<file path="src/rdu_pkg.sv">
// package of constants and types for the dtr/dsr serial port
package rdu_pkg;
  localparam int unsigned CLK_HZ = 125_000_000;
  localparam int unsigned OVS    = 16;
  // baud select codes
  localparam logic [2:0] BAUD_300   = 3'h0;
  localparam logic [2:0] BAUD_600   = 3'h1;
  localparam logic [2:0] BAUD_1200  = 3'h2;
  localparam logic [2:0] BAUD_2400  = 3'h3;
  localparam logic [2:0] BAUD_4800  = 3'h4;
  localparam logic [2:0] BAUD_9600  = 3'h5;
  // character formats
  localparam logic [1:0] FMT_NONE8  = 2'h0;
  localparam logic [1:0] FMT_EVEN7  = 2'h1;
  localparam logic [1:0] FMT_ODD7   = 2'h2;
  localparam int unsigned STOP_BITS = 2;
  // register byte offsets
  localparam logic [4:0] OFS_CTRL   = 5'h00;
  localparam logic [4:0] OFS_CMD    = 5'h04;
  localparam logic [4:0] OFS_STAT   = 5'h08;
  localparam logic [4:0] OFS_RXDATA = 5'h0c;
  localparam logic [4:0] OFS_TXDATA = 5'h10;
  localparam logic [4:0] OFS_INT_ST = 5'h14;
  localparam logic [4:0] OFS_INT_CL = 5'h18;
  localparam logic [4:0] OFS_INT_EN = 5'h1c;
  // field positions
  localparam int unsigned CTRL_FMT_LSB = 4;
  localparam int unsigned CMD_HOLD     = 0;
  localparam int unsigned CMD_RXFLUSH  = 1;
  localparam int unsigned RXD_VALID    = 8;
  // event bits
  localparam int unsigned EV_RXCHAR = 0;
  localparam int unsigned EV_NL     = 1;
  localparam int unsigned EV_PERR   = 2;
  localparam int unsigned EV_FERR   = 3;
  localparam int unsigned EV_CTRLC  = 4;
  localparam int unsigned EV_OVFL   = 5;
  localparam int unsigned EV_TXDONE = 6;
  localparam int unsigned EV_W      = 7;
  localparam logic [7:0] CH_CTRLC   = 8'h03;
  localparam logic [7:0] CH_NL      = 8'h0a;
  localparam int unsigned RX_THRESH = 100;
  typedef struct packed {
    logic [1:0] fmt;
    logic [2:0] baud;
  } rdu_cfg_type;
  localparam rdu_cfg_type CFG_RST = '{fmt: FMT_EVEN7, baud: BAUD_9600};
  typedef struct packed {
    logic       read;
    logic       write;
    logic [4:0] address;
    logic [31:0] writedata;
  } rdu_req_type;
  // clock cycles per oversampling tick for a baud code
  function automatic logic [15:0] baud_div(input logic [2:0]  sel,
                                           input int unsigned clk_hz);
    int unsigned b;
    case (sel)
      BAUD_300:  b = 300;
      BAUD_600:  b = 600;
      BAUD_1200: b = 1200;
      BAUD_2400: b = 2400;
      BAUD_4800: b = 4800;
      default:   b = 9600;
    endcase
    return 16'(clk_hz / (b * OVS));
  endfunction : baud_div
endpackage : rdu_pkg

</file>
<file path="src/rdu_uart.sv">
// dtr/dsr handshaked serial port with avalon-mm register slave
//
// Register access over Avalon-MM and the register offsets were left to the implementer.
`timescale 1ns/100ps
`default_nettype none
module rdu_uart #(
  parameter int unsigned CLK_FREQ = rdu_pkg::CLK_HZ,
  parameter int unsigned RX_DEPTH = 128,
  parameter int unsigned TX_DEPTH = 16
) (
  input  wire logic                 clk,
  input  wire logic                 rst_n,
  input  wire rdu_pkg::rdu_req_type av_req,
  output var  logic [31:0]          av_readdata,
  output var  logic                 av_waitrequest,
  output var  logic                 irq,
  input  wire logic                 rxd,
  output var  logic                 txd,
  output var  logic                 dtr,
  input  wire logic                 dsr
);
  import rdu_pkg::*;

  localparam int unsigned RAW = $clog2(RX_DEPTH);
  localparam int unsigned TAW = $clog2(TX_DEPTH);

  typedef enum logic [4:0] {
    S_IDLE  = 5'h01,
    S_START = 5'h02,
    S_DATA  = 5'h04,
    S_PAR   = 5'h08,
    S_STOP  = 5'h10
  } rdu_st_type;

  //////////////////////////////////////////////////////////////////////////////
  // bus slave
  logic            wait_ff;
  logic [31:0]     rdata_ff;
  rdu_cfg_type     cfg_ff;
  logic [EV_W-1:0] int_st_ff;
  logic [EV_W-1:0] int_en_ff;
  logic            irq_ff;
  logic            hold_ff;
  logic            acc;
  logic            wr_acc;
  logic            rd_acc;
  logic [EV_W-1:0] ev;
  logic [EV_W-1:0] clr;
  logic [31:0]     nxt_rdata;
  logic [RAW:0]    rx_cnt_ff;
  logic [TAW:0]    tx_cnt_ff;
  logic [7:0]      rx_mem [RX_DEPTH];
  logic [RAW-1:0]  rx_rd_ff;
  logic [RAW-1:0]  rx_wr_ff;
  logic [7:0]      tx_mem [TX_DEPTH];
  logic [TAW-1:0]  tx_rd_ff;
  logic [TAW-1:0]  tx_wr_ff;
  rdu_st_type      tx_st_ff;
  logic            dsr_s1_ff;
  logic            dsr_s2_ff;
  logic            suspended;

  // one wait cycle, then a single cycle with waitrequest low
  assign acc    = (av_req.read | av_req.write) & ~wait_ff;
  assign wr_acc = acc & av_req.write;
  assign rd_acc = acc & av_req.read;

  always_comb begin
    nxt_rdata = 32'h0;
    if (av_req.address == OFS_CTRL) begin
      nxt_rdata[CTRL_FMT_LSB+:2] = cfg_ff.fmt;
      nxt_rdata[2:0]             = cfg_ff.baud;
    end else if (av_req.address == OFS_STAT) begin
      nxt_rdata[0]     = dtr;
      nxt_rdata[1]     = dsr_s2_ff;
      nxt_rdata[2]     = suspended;
      nxt_rdata[3]     = hold_ff;
      nxt_rdata[4]     = (tx_st_ff != S_IDLE);
      nxt_rdata[15:8]  = 8'(rx_cnt_ff);
      nxt_rdata[23:16] = 8'(tx_cnt_ff);
    end else if (av_req.address == OFS_RXDATA) begin
      nxt_rdata[7:0]       = rx_mem[rx_rd_ff];
      nxt_rdata[RXD_VALID] = (rx_cnt_ff != '0);
    end else if (av_req.address == OFS_INT_ST) begin
      nxt_rdata[EV_W-1:0] = int_st_ff;
    end else if (av_req.address == OFS_INT_EN) begin
      nxt_rdata[EV_W-1:0] = int_en_ff;
    end
  end

  always_ff @(posedge clk or negedge rst_n) begin
    if (!rst_n) begin
      wait_ff  <= 1'b1;
      rdata_ff <= 32'h0;
    end else begin
      wait_ff  <= ~((av_req.read | av_req.write) & wait_ff);
      rdata_ff <= ((av_req.read & wait_ff) ? nxt_rdata : 32'h0);
    end
  end

  always_ff @(posedge clk or negedge rst_n) begin
    if (!rst_n) begin
      cfg_ff    <= CFG_RST;
      int_en_ff <= '0;
    end else if (wr_acc && av_req.address == OFS_CTRL) begin
      cfg_ff.baud <= (av_req.writedata[2:0] > BAUD_9600) ? BAUD_9600
                                                         : av_req.writedata[2:0];
      cfg_ff.fmt  <= (av_req.writedata[CTRL_FMT_LSB+:2] > FMT_ODD7) ? FMT_EVEN7
                                                        : av_req.writedata[CTRL_FMT_LSB+:2];
    end else if (wr_acc && av_req.address == OFS_INT_EN) begin
      int_en_ff <= av_req.writedata[EV_W-1:0];
    end
  end

  // sticky events: a set in the clearing cycle survives
  assign clr = (wr_acc && av_req.address == OFS_INT_CL) ? av_req.writedata[EV_W-1:0] : '0;
  always_ff @(posedge clk or negedge rst_n) begin
    if (!rst_n) begin
      int_st_ff <= '0;
      irq_ff    <= 1'b0;
    end else begin
      int_st_ff <= (int_st_ff & ~clr) | ev;
      irq_ff    <= |(((int_st_ff & ~clr) | ev) & int_en_ff);
    end
  end

  //////////////////////////////////////////////////////////////////////////////
  // bit timing
  logic [15:0] div_cnt_ff;
  logic        tick;
  logic        par_on;
  logic [2:0]  last_bit;

  assign tick     = (div_cnt_ff == baud_div(cfg_ff.baud, CLK_FREQ) - 16'h1);
  assign par_on   = (cfg_ff.fmt != FMT_NONE8);
  assign last_bit = par_on ? 3'h6 : 3'h7;

  always_ff @(posedge clk or negedge rst_n) begin
    if (!rst_n) begin
      div_cnt_ff <= 16'h0;
    end else begin
      div_cnt_ff <= tick ? 16'h0 : div_cnt_ff + 16'h1;
    end
  end

  //////////////////////////////////////////////////////////////////////////////
  // receiver
  logic       rx_s1_ff;
  logic       rx_s2_ff;
  rdu_st_type rx_st_ff;
  logic [3:0] rx_ph_ff;
  logic [2:0] rx_bit_ff;
  logic       rx_stop_ff;
  logic [7:0] rx_sh_ff;
  logic       rx_perr_ff;
  logic       rx_ferr_ff;
  logic       rx_done_ff;
  logic [7:0] rx_byte_ff;
  logic       rx_pe_ff;
  logic       rx_fe_ff;

  always_ff @(posedge clk or negedge rst_n) begin
    if (!rst_n) begin
      rx_s1_ff  <= 1'b1;
      rx_s2_ff  <= 1'b1;
      dsr_s1_ff <= 1'b0;
      dsr_s2_ff <= 1'b0;
    end else begin
      rx_s1_ff  <= rxd;
      rx_s2_ff  <= rx_s1_ff;
      dsr_s1_ff <= dsr;
      dsr_s2_ff <= dsr_s1_ff;
    end
  end

  always_ff @(posedge clk or negedge rst_n) begin
    if (!rst_n) begin
      rx_st_ff   <= S_IDLE;
      rx_ph_ff   <= 4'h0;
      rx_bit_ff  <= 3'h0;
      rx_stop_ff <= 1'b0;
      rx_sh_ff   <= 8'h0;
      rx_perr_ff <= 1'b0;
      rx_ferr_ff <= 1'b0;
      rx_done_ff <= 1'b0;
      rx_byte_ff <= 8'h0;
      rx_pe_ff   <= 1'b0;
      rx_fe_ff   <= 1'b0;
    end else begin
      rx_done_ff <= 1'b0;
      case (rx_st_ff)
        S_IDLE: begin
          rx_ph_ff <= 4'h0;
          if (!rx_s2_ff) begin
            rx_st_ff <= S_START;
          end
        end
        // one start bit, checked at its middle
        S_START: if (tick) begin
          rx_ph_ff <= rx_ph_ff + 4'h1;
          if (rx_ph_ff == 4'h7) begin
            rx_ph_ff   <= 4'h0;
            rx_bit_ff  <= 3'h0;
            rx_stop_ff <= 1'b0;
            rx_perr_ff <= 1'b0;
            rx_ferr_ff <= 1'b0;
            rx_st_ff   <= rx_s2_ff ? S_IDLE : S_DATA;
          end
        end
        S_DATA: if (tick) begin
          rx_ph_ff <= rx_ph_ff + 4'h1;
          if (rx_ph_ff == 4'hf) begin
            rx_sh_ff  <= {rx_s2_ff, rx_sh_ff[7:1]};
            rx_bit_ff <= rx_bit_ff + 3'h1;
            if (rx_bit_ff == last_bit) begin
              rx_st_ff <= par_on ? S_PAR : S_STOP;
            end
          end
        end
        S_PAR: if (tick) begin
          rx_ph_ff <= rx_ph_ff + 4'h1;
          if (rx_ph_ff == 4'hf) begin
            rx_perr_ff <= (^rx_sh_ff[7:1] ^ rx_s2_ff) != (cfg_ff.fmt == FMT_ODD7);
            rx_st_ff   <= S_STOP;
          end
        end
        // both stop bits must be mark
        S_STOP: if (tick) begin
          rx_ph_ff <= rx_ph_ff + 4'h1;
          if (rx_ph_ff == 4'hf) begin
            rx_stop_ff <= 1'b1;
            if (!rx_s2_ff) begin
              rx_ferr_ff <= 1'b1;
            end
            if (rx_stop_ff) begin
              rx_done_ff <= 1'b1;
              rx_byte_ff <= par_on ? {1'b0, rx_sh_ff[7:1]} : rx_sh_ff;
              rx_pe_ff   <= rx_perr_ff;
              rx_fe_ff   <= rx_ferr_ff | ~rx_s2_ff;
              rx_st_ff   <= S_IDLE;
            end
          end
        end
        default: rx_st_ff <= S_IDLE;
      endcase
    end
  end

  //////////////////////////////////////////////////////////////////////////////
  // receive buffer and hold-off
  logic ctrlc;
  logic rx_push;
  logic rx_pop;
  logic rx_flush;
  logic tx_done;

  assign ctrlc    = rx_done_ff & (rx_byte_ff == CH_CTRLC);
  // characters other than ctrl-c stored while the buffer is not full
  assign rx_push  = rx_done_ff & ~ctrlc & (rx_cnt_ff != (RAW+1)'(RX_DEPTH));
  assign rx_pop   = rd_acc & (av_req.address == OFS_RXDATA) & (rx_cnt_ff != '0);
  assign rx_flush = wr_acc & (av_req.address == OFS_CMD) & av_req.writedata[CMD_RXFLUSH];

  always_ff @(posedge clk) begin
    if (rx_push) begin
      rx_mem[rx_wr_ff] <= rx_byte_ff;
    end
  end

  always_ff @(posedge clk or negedge rst_n) begin
    if (!rst_n) begin
      rx_rd_ff  <= '0;
      rx_wr_ff  <= '0;
      rx_cnt_ff <= '0;
    end else if (rx_flush) begin
      rx_rd_ff  <= '0;
      rx_wr_ff  <= '0;
      rx_cnt_ff <= '0;
    end else begin
      rx_wr_ff  <= rx_wr_ff + RAW'(rx_push);
      rx_rd_ff  <= rx_rd_ff + RAW'(rx_pop);
      rx_cnt_ff <= rx_cnt_ff + (RAW+1)'(rx_push) - (RAW+1)'(rx_pop);
    end
  end

  assign ev[EV_RXCHAR] = rx_push;
  assign ev[EV_NL]     = rx_push & (rx_byte_ff == CH_NL);
  assign ev[EV_PERR]   = rx_done_ff & rx_pe_ff;
  assign ev[EV_FERR]   = rx_done_ff & rx_fe_ff;
  assign ev[EV_CTRLC]  = ctrlc;
  assign ev[EV_OVFL]   = rx_done_ff & ~ctrlc & ~rx_push;
  assign ev[EV_TXDONE] = tx_done;

  // response hold, ended by the drained queue or ctrl-c
  always_ff @(posedge clk or negedge rst_n) begin
    if (!rst_n) begin
      hold_ff <= 1'b0;
    end else if (tx_done || ctrlc) begin
      hold_ff <= 1'b0;
    end else if (wr_acc && av_req.address == OFS_CMD && av_req.writedata[CMD_HOLD]) begin
      hold_ff <= 1'b1;
    end
  end

  logic dtr_ff;
  // dtr false at RX_THRESH buffered characters, a response or a dsr stall
  always_ff @(posedge clk or negedge rst_n) begin
    if (!rst_n) begin
      dtr_ff <= 1'b0;
    end else begin
      dtr_ff <= ~((rx_cnt_ff >= (RAW+1)'(RX_THRESH)) | hold_ff | suspended);
    end
  end

  //////////////////////////////////////////////////////////////////////////////
  // transmit queue and transmitter
  logic       tx_push;
  logic       tx_pop;
  logic       txd_ff;
  logic [3:0] tx_ph_ff;
  logic [2:0] tx_bit_ff;
  logic       tx_stop_ff;
  logic [7:0] tx_sh_ff;
  logic       tx_par_ff;

  assign tx_push   = wr_acc & (av_req.address == OFS_TXDATA) &
                     (tx_cnt_ff != (TAW+1)'(TX_DEPTH));
  // dsr looked at before each character
  assign tx_pop    = (tx_st_ff == S_IDLE) & tick & (tx_cnt_ff != '0) & dsr_s2_ff & ~ctrlc;
  assign suspended = (tx_st_ff == S_IDLE) & (tx_cnt_ff != '0) & ~dsr_s2_ff;
  assign tx_done   = (tx_st_ff == S_STOP) & tick & (tx_ph_ff == 4'hf) & tx_stop_ff &
                     (tx_cnt_ff == '0);

  always_ff @(posedge clk) begin
    if (tx_push) begin
      tx_mem[tx_wr_ff] <= av_req.writedata[7:0];
    end
  end

  always_ff @(posedge clk or negedge rst_n) begin
    if (!rst_n) begin
      tx_rd_ff  <= '0;
      tx_wr_ff  <= '0;
      tx_cnt_ff <= '0;
    end else if (ctrlc) begin
      tx_rd_ff  <= '0;
      tx_wr_ff  <= '0;
      tx_cnt_ff <= '0;
    end else begin
      tx_wr_ff  <= tx_wr_ff + TAW'(tx_push);
      tx_rd_ff  <= tx_rd_ff + TAW'(tx_pop);
      tx_cnt_ff <= tx_cnt_ff + (TAW+1)'(tx_push) - (TAW+1)'(tx_pop);
    end
  end

  // start, data, optional parity, two stops
  always_ff @(posedge clk or negedge rst_n) begin
    if (!rst_n) begin
      tx_st_ff   <= S_IDLE;
      txd_ff     <= 1'b1;
      tx_ph_ff   <= 4'h0;
      tx_bit_ff  <= 3'h0;
      tx_stop_ff <= 1'b0;
      tx_sh_ff   <= 8'h0;
      tx_par_ff  <= 1'b0;
    end else begin
      case (tx_st_ff)
        S_IDLE: begin
          txd_ff   <= 1'b1;
          tx_ph_ff <= 4'h0;
          if (tx_pop) begin
            tx_sh_ff   <= tx_mem[tx_rd_ff];
            tx_par_ff  <= ^tx_mem[tx_rd_ff][6:0] ^ (cfg_ff.fmt == FMT_ODD7);
            tx_bit_ff  <= 3'h0;
            tx_stop_ff <= 1'b0;
            txd_ff     <= 1'b0;
            tx_st_ff   <= S_START;
          end
        end
        S_START: if (tick) begin
          tx_ph_ff <= tx_ph_ff + 4'h1;
          if (tx_ph_ff == 4'hf) begin
            txd_ff   <= tx_sh_ff[0];
            tx_st_ff <= S_DATA;
          end
        end
        S_DATA: if (tick) begin
          tx_ph_ff <= tx_ph_ff + 4'h1;
          if (tx_ph_ff == 4'hf) begin
            tx_sh_ff  <= {1'b0, tx_sh_ff[7:1]};
            tx_bit_ff <= tx_bit_ff + 3'h1;
            txd_ff    <= tx_sh_ff[1];
            if (tx_bit_ff == last_bit) begin
              txd_ff   <= par_on ? tx_par_ff : 1'b1;
              tx_st_ff <= par_on ? S_PAR : S_STOP;
            end
          end
        end
        S_PAR: if (tick) begin
          tx_ph_ff <= tx_ph_ff + 4'h1;
          if (tx_ph_ff == 4'hf) begin
            txd_ff   <= 1'b1;
            tx_st_ff <= S_STOP;
          end
        end
        S_STOP: if (tick) begin
          tx_ph_ff <= tx_ph_ff + 4'h1;
          if (tx_ph_ff == 4'hf) begin
            tx_stop_ff <= 1'b1;
            if (tx_stop_ff) begin
              tx_st_ff <= S_IDLE;
            end
          end
        end
        default: tx_st_ff <= S_IDLE;
      endcase
    end
  end

  assign av_readdata    = rdata_ff;
  assign av_waitrequest = wait_ff;
  assign irq            = irq_ff;
  assign txd            = txd_ff;
  assign dtr            = dtr_ff;
endmodule : rdu_uart
`default_nettype wire

</file>
<file path="config.mk">
export PLATFORM = sky130hd
export DESIGN_NAME = rdu_uart
export DESIGN_NICKNAME = d
export VERILOG_FILES = /design/src/rdu_pkg.sv /design/src/rdu_uart.sv
export SDC_FILE = /design/constraint.sdc
export NUM_CORES = 1
export LEC_CHECK = 0
export ABC_AREA = 1
export BUFFER_PORTS_ARGS = -buffer_cell sky130_fd_sc_hd__buf_2
export CAP_MARGIN = 25
export CORE_ASPECT_RATIO = 0.5
export CORE_MARGIN = 2
export CORE_UTILIZATION = 40
export DETAILED_ROUTE_END_ITERATION = 7
export PLACE_DENSITY = 0.53
export SYNTH_ARGS = -nofsm -noshare
export SYNTH_HDL_FRONTEND = slang
export SYNTH_SLANG_ARGS = --single-unit
</file>
<file path="constraint.sdc">
create_clock -name clk -period 69.9 [get_ports clk]
set_input_delay 20.97 -clock clk [delete_from_list [all_inputs] [get_ports clk]]
set_output_delay 20.97 -clock clk [all_outputs]
set_load 0.1 [all_outputs]
</file>
==> flow_metrics.py, run 1 <==
metrics = {
    "sta": {
        "tightestPinTransition_ps": 1090,
        "fin_skew_ps": 22.9,
        "finalMaxSlewViolations": 0,
        "fmax_mhz": 24.3,
        "setup_violations": 0,
        "period_share_pct": 58.9,
        "slew_headroom_pct": 26.8,
        "rsz0062_at_grt": "false",
        "min_period_ps": 41160,
        "fin_setup_tns_ps": 0,
        "finalHoldViolCount": 0,
    },
    "worst_setup_path": {
        "critPathMostFrequentCell": "nand2_1",
        "end_kind": "flop",
        "required_ps": 70580,
        "worstPathMaxFanout": 28,
        "crit_slowest_cell": "dfstp_2",
        "rr_startpoint": "cfg_ff[2]",
        "r2r-end": "tx_cnt_ff[4]",
        "arrival_ps": 41840,
        "r2r_slack_ps": 28740,
        "worstSetupEndpoint": "tx_cnt_ff[4]",
        "reg2reg_depth": 221,
        "crit_start": "cfg_ff[2]",
        "start_kind": "flop",
        "max_stage_delay_ps": 820,
        "path_class": "flop to flop",
    },
    "clock_tree": {
        "htree_levels": 4,
        "worstSkewPairLatency_ps": 770,
        "numCtsBuffers": 134,
        "ctsResizeCount": 0,
        "cts_tree": "yes",
        "clkTransAtPathRegs_ps": 60,
        "cts_setup_buffers": 0,
        "cts-hold-fix-buffers": 0,
        "cts_root_buf": "clkbuf_16",
        "cts.sinks": 1308,
        "clock_path_buffers": 3,
    },
    "placed_design": {
        "gp_congestion": 0.873,
        "dp_hpwl_mm": 124,
        "portBuffers": 43,
    },
    "global_route": {
        "grt_max_degree": 148,
        "grt.total_usage_pct": 21.9,
        "antenna_found_initial": 4,
        "grt_pass1_vias": 48300,
        "globalRouteOverflowTotal": 0,
        "grt_pass1_wl_mm": 297,
    },
    "hold_path": {
        "hp-class": "flop to flop",
    },
    "die": {
        "initial_core_util_pct": 40.5,
        "rows": 107,
        "die_w_um": 592,
        "io_pins": 79,
        "core_um2": 171000,
        "die_h_um": 298,
        "die-area_um2": 176000,
    },
    "cells_and_area": {
        "layout.nets": 7207,
        "final_common_cell": "edfxtp_1",
        "final_cell_mix": "1152 x edfxtp_1, 1064 x nand2_1, 959 x nor2_1",
        "syn2layout_area_growth_pct": 9.22,
        "final_core_util_pct": 44.2,
        "n_fill_cell": 16300,
        "drive_above_1_share_pct": 10.7,
        "diodes": 0,
    },
    "synth": {
        "ys_ff_latch": 1308,
        "ys_types": 88,
        "muxShareOfSynthArea_pct": 0.478,
        "synth_compound_area_share_pct": 12.0,
        "netlist_area_um2": 69200,
        "synth_adder_area_share_pct": 3.62,
        "synth_edf_count": 1152,
        "yosysTopAreaCell": "edfxtp_1",
        "synthArstFlopShare_pct": 11.9,
        "yosys_warnings": 0,
        "synth_ff_type": "edfxtp_1",
        "avgSynthCellArea_um2": 9.84,
        "synth_cells": 7027,
        "yosysSeqAreaShare_pct": 55.7,
        "yosys.area.top_type_share_pct": 50.0,
        "synthSimpleGateAreaFrac_pct": 20.4,
        "synth_top_family_by_area": "simple AND/OR/NAND/NOR gates",
        "synth_xor_area_share_pct": 2.00,
        "synth_area_leaders": "edfxtp_1 50%, nand2_1 5.8%, o21ai_0 5.4%",
    },
    "routing": {
        "drt_first_iter_violations": 4445,
        "viasPerCell": 5.43,
        "drc": 0,
        "wl_per_cell_um": 21.0,
        "dr.pass1.iters": 5,
        "vias": 50800,
        "routed_wl_mm": 196,
        "antenna_left": 0,
    },
    "run": {
        "maxCapViolations": 0,
    },
    "outcome": {
        "status": "complete, no violations",
    },
}
## cell usage after synthesis (12+ instances only)
| cell | count |
|---|---|
| nor4_1 | 17 |
| mux2i_1 | 33 |
| buf_6 | 19 |
| inv_1 | 527 |
| edfxtp_1 | 1152 |
| nand2_4 | 54 |
| nand3_4 | 21 |
| clkbuf_8 | 16 |
| o21ai_0 | 745 |
| buf_1 | 18 |
| o211ai_1 | 67 |
| o221ai_1 | 106 |
| nor2_2 | 28 |
| o21ai_2 | 17 |
| o22ai_1 | 160 |
| nor3_1 | 52 |
| a31oi_1 | 24 |
| nor2_1 | 963 |
| a21oi_1 | 189 |
| nor2_4 | 25 |
| o21bai_1 | 13 |
| nand3b_1 | 14 |
| inv_2 | 47 |
| nand2_1 | 1064 |
| nand3_2 | 58 |
| clkbuf_1 | 250 |
| xor2_1 | 93 |
| xnor2_1 | 65 |
| nand2_2 | 97 |
| ha_1 | 197 |
| a21oi_2 | 12 |
| nand3_1 | 368 |
| buf_4 | 15 |
| dfrtp_1 | 147 |
| o21ai_1 | 28 |
| or2_2 | 15 |
| nand4_1 | 162 |
## flip-flops by register name, summed over array words and instances, names as in the netlist, 8 cells and up
signal	flops
rx_sh_ff	8
rx_cnt_ff	8
rx_byte_ff	8
tx_sh_ff	8
av_readdata	21
rx_mem	1024
tx_mem	128
div_cnt_ff	16
## worst min-delay path by stage
| stage | startpoint | slack [ps] | end | cells after the start |
|---|---|---|---|---|
| after floorplan | dsr_s1_ff | 330 | dsr_s2_ff | 0 |
| after detailed placement | rx_s1_ff | 350 | rx_s2_ff | 0 |
| final | rx_s1_ff | 360 | rx_s2_ff | 0 |
| after global placement | rx_s1_ff | 350 | rx_s2_ff | 0 |
| after CTS | rx_s1_ff | 360 | rx_s2_ff | 0 |
| after global routing | rx_s1_ff | 350 | rx_s2_ff | 0 |
## worst max-delay path, delay by kind of cell (launching register included)
family	cells	cell delay [ps]
XOR/XNOR	3	610
AND/OR/NAND/NOR	123	17450
AO/OA/AOI/OAI	38	8930
flip-flops	1	820
adder cells (fa/ha/maj)	24	8120
multiplexers	1	390
buffers and inverters	32	4550
## cells by family (layout without fill, tap and decap cells)
family,after synthesis,in the layout
AND/OR/NAND/NOR,2975,2975
AO/OA/AOI/OAI,1422,1422
flip-flops,1308,1308
buffers and inverters,930,954
adder cells (fa/ha/maj),199,199
XOR/XNOR,158,158
multiplexers,33,33
other,2,17
## through the flow
| step | hold WS (ps) | instances | worst slack [ps] | instance area, um2 |
|---|---|---|---|---|
| finish | 356 | 9355 | 28740 | 75500 |
| global route | 351 | 9355 | 25270 | 75500 |
| CTS | 355 | 9355 | 28920 | 75500 |
| detailed placement | 351 | 9118 | 29020 | 71300 |
| global placement | 353 | 9118 | 29080 | 71300 |
| floorplan | 331 | 7042 | 37020 | 69200 |
## metal layers
layer  part of all wire (%)  global-route usage, %
met5                      0                      0
met4                    2.2                   5.66
met3                    4.9                   2.45
met2                     48                   36.4
met1                     45                   30.5
## cell type report
cell class | count | area, um2 | share of cell area (%)
Tap cell | 2289 | 2860 | 3.79
Sequential cell | 1308 | 38600 | 51.0
Multi-Input combinational cell | 4804 | 26700 | 35.4
Inverter | 601 | 2340 | 3.10
Clock inverter | 67 | 632 | 0.836
Timing Repair Buffer | 116 | 797 | 1.06
Clock buffer | 170 | 3630 | 4.81
Power of run 1 is not shown: default switching activity piles up to over one toggle a cycle in this logic, so the estimate is an artifact.
==> run 2, diff against run 1 <==
Settings changed: ABC_AREA 1 to 0.
Clock period 69.9 ns to 38.5 ns, I/O delays scaled along.
==> run 2 against run 1 <==
Worst setup slack worse by 28000 ps. First-iteration DRC count decreased by 22%. Design area increased by 9.9%. Worst hold slack better by 14 ps. Critical path type unchanged. Critical endpoint unchanged.
==> flow_metrics.py, run 2 <==
metrics = {
    "routing": {
        "routed_wl_mm": 192,
        "dr.pass1.iters": 8,
        "drc": 0,
        "antenna_left": 0,
        "wl_per_cell_um": 23.5,
        "drt_first_iter_violations": 3463,
        "vias": 46100,
        "viasPerCell": 5.65,
    },
    "clock_tree": {
        "cts-hold-fix-buffers": 0,
        "htree_levels": 4,
        "numCtsBuffers": 132,
        "clock_path_buffers": 3,
        "cts_root_buf": "clkbuf_16",
        "cts.sinks": 1308,
        "worstSkewPairLatency_ps": 750,
        "cts_tree": "yes",
        "clkTransAtPathRegs_ps": 60,
    },
    "worst_setup_path": {
        "reg2reg_depth": 210,
        "max_stage_delay_ps": 650,
        "end_kind": "flop",
        "path_class": "flop to flop",
        "worstPathMaxFanout": 8,
        "arrival_ps": 37960,
        "critPathMostFrequentCell": "a21o_1",
        "start_kind": "flop",
        "r2r-end": "tx_cnt_ff[4]",
        "crit_slowest_cell": "dfstp_2",
        "rr_startpoint": "cfg_ff[0]",
        "worstSetupEndpoint": "tx_cnt_ff[4]",
        "r2r_slack_ps": 1210,
        "required_ps": 39170,
        "crit_start": "cfg_ff[0]",
    },
    "synth": {
        "yosys.area.top_type_share_pct": 51.7,
        "ys_ff_latch": 1308,
        "yosysTopAreaCell": "edfxtp_1",
        "yosysSeqAreaShare_pct": 57.5,
        "synth_ff_type": "edfxtp_1",
        "synthSimpleGateAreaFrac_pct": 9.68,
        "synth_area_leaders": "edfxtp_1 52%, mux4_2 13%, dfrtp_1 5.5%",
        "muxShareOfSynthArea_pct": 14.7,
        "synthArstFlopShare_pct": 11.9,
        "avgSynthCellArea_um2": 13.9,
        "synth_cells": 4820,
        "synth_top_family_by_area": "multiplexers",
        "yosys_warnings": 0,
        "synth_adder_area_share_pct": 3.72,
        "ys_types": 124,
        "synth_xor_area_share_pct": 2.80,
        "synth_compound_area_share_pct": 9.41,
        "synth_common_cells": "1152 x edfxtp_1, 446 x nor2_1, 376 x mux4_2",
        "synth_edf_count": 1152,
        "netlist_area_um2": 66900,
        "yosysMostFrequentCell": "edfxtp_1",
    },
    "die": {
        "die_w_um": 583,
        "core_um2": 167000,
        "io_pins": 79,
        "initial_core_util_pct": 40.2,
        "die_h_um": 293,
        "rows": 106,
        "die-area_um2": 171000,
    },
    "global_route": {
        "grt.total_usage_pct": 22.1,
        "globalRouteOverflowTotal": 0,
        "grt_max_degree": 161,
        "grt_pass1_wl_mm": 286,
        "antenna_found_initial": 4,
        "grt_pass1_vias": 46300,
    },
    "sta": {
        "fin_setup_tns_ps": 0,
        "finalHoldViolCount": 0,
        "slew_headroom_pct": 29.1,
        "tightestPinTransition_ps": 1060,
        "fin_skew_ps": 18.7,
        "fmax_mhz": 26.8,
        "setup_violations": 0,
        "hold-worst-slack_ps": 370,
        "period_share_pct": 96.9,
        "finalMaxSlewViolations": 0,
        "min_period_ps": 37290,
    },
    "cells_and_area": {
        "layout.nets": 6079,
        "syn2layout_area_growth_pct": 24.1,
        "drive_above_1_share_pct": 35.3,
        "diodes": 0,
        "top_register": "rx_mem",
        "final_core_util_pct": 49.8,
        "final_common_cell": "edfxtp_1",
        "final_cell_mix": "1152 x edfxtp_1, 1030 x buf_4, 411 x nor2_1",
        "largest_register_ffs": 1024,
    },
    "hold_path": {
        "hp-class": "flop to flop",
    },
    "placed_design": {
        "portBuffers": 43,
        "gp_congestion": 0.878,
        "dp_hpwl_mm": 130,
    },
    "outcome": {
        "status": "complete, no violations",
    },
    "run": {
        "maxCapViolations": 0,
    },
}
[run 2: cell types whose count changed after synthesis, moves of 71 or more]
cell      delta
mux4_2     +376
clkbuf_1   -110
mux2_2      +71
o21ai_0    -566
nand4_1    -130
inv_1      -420
nor2_1     -517
o221ai_1   -103
nand2_1    -775
nand3_1    -245
o22ai_1    -144
nand2_2     -95
[run 2: metrics by stage]
stage	worst slack, ps	cell area (um2)	cells
after floorplan	43.5	67300	4835
after global placement	-1310	76600	7821
after detailed placement	-1410	76600	7821
after CTS	107	81200	8092
after global routing	-314	83000	8157
final	1210	83000	8157
[run 2: how the worst min path moves through the flow]
| stage | startpoint | to | slack (ps) | cells after the start |
|---|---|---|---|---|
| global placement | rx_s1_ff | rx_s2_ff | 360 | 0 |
| detailed placement | rx_s1_ff | rx_s2_ff | 370 | 0 |
| global route | rx_s1_ff | rx_s2_ff | 380 | 0 |
| finish | rx_s1_ff | rx_s2_ff | 370 | 0 |
| CTS | rx_s1_ff | rx_s2_ff | 370 | 0 |
| floorplan | dsr_s1_ff | dsr_s2_ff | 330 | 0 |
[run 2: final cells by class]
class / instances / area [um2]
clock inverters: 61 / 552
flip-flops and latches: 1308 / 38600
fillers: 14300 / 83700
well taps: 2214 / 2770
inverters: 115 / 445
clock buffers: 178 / 3560
repair buffers: 1102 / 8410
multi-input cells: 3179 / 28700
[run 2: cell families (layout without fill, tap and decap cells)]
kind of cell / count (synthesis) / after routing
xor+xnor: 211 / 211
buf+inv: 349 / 1456
mux: 504 / 504
other cells: 2 / 17
compound gates: 925 / 925
fa+ha+maj: 198 / 198
simple gates: 1323 / 1324
flops: 1308 / 1308
[run 2: layer usage]
| metal | vias to the layer above | part of all wire (%) | track usage [%] |
|---|---|---|---|
| li1 | 21000 | - | - |
| met1 | 23600 | 44 | 30.1 |
| met2 | 1270 | 49 | 37.4 |
| met3 | 265 | 4.9 | 2.53 |
| met4 | 0 | 2.3 | 6.11 |
| met5 | - | 0 | 0 |
[run 2: repair_timing]
action / CTS / global route
setup endpoints to repair: 85 / 85
gates cloned: 0 / 2
hold endpoints to repair: 0 / 0
buffers inserted: 32 / 59
pin swaps: 45 / 175
resized for setup: 80 / 259
[run 2: critical path, delay by kind of cell, from the launching register on]
kind	cells	cell delay, ps
buffers and inverters	23	2870
and+or+nand+nor	79	12520
adders and majority gates	23	5610
muxes	5	1650
DFF	1	650
xor gates and xnor gates	4	680
AOI/OAI and AO/OA	76	13090
Power of run 2 is left out for the same reason.
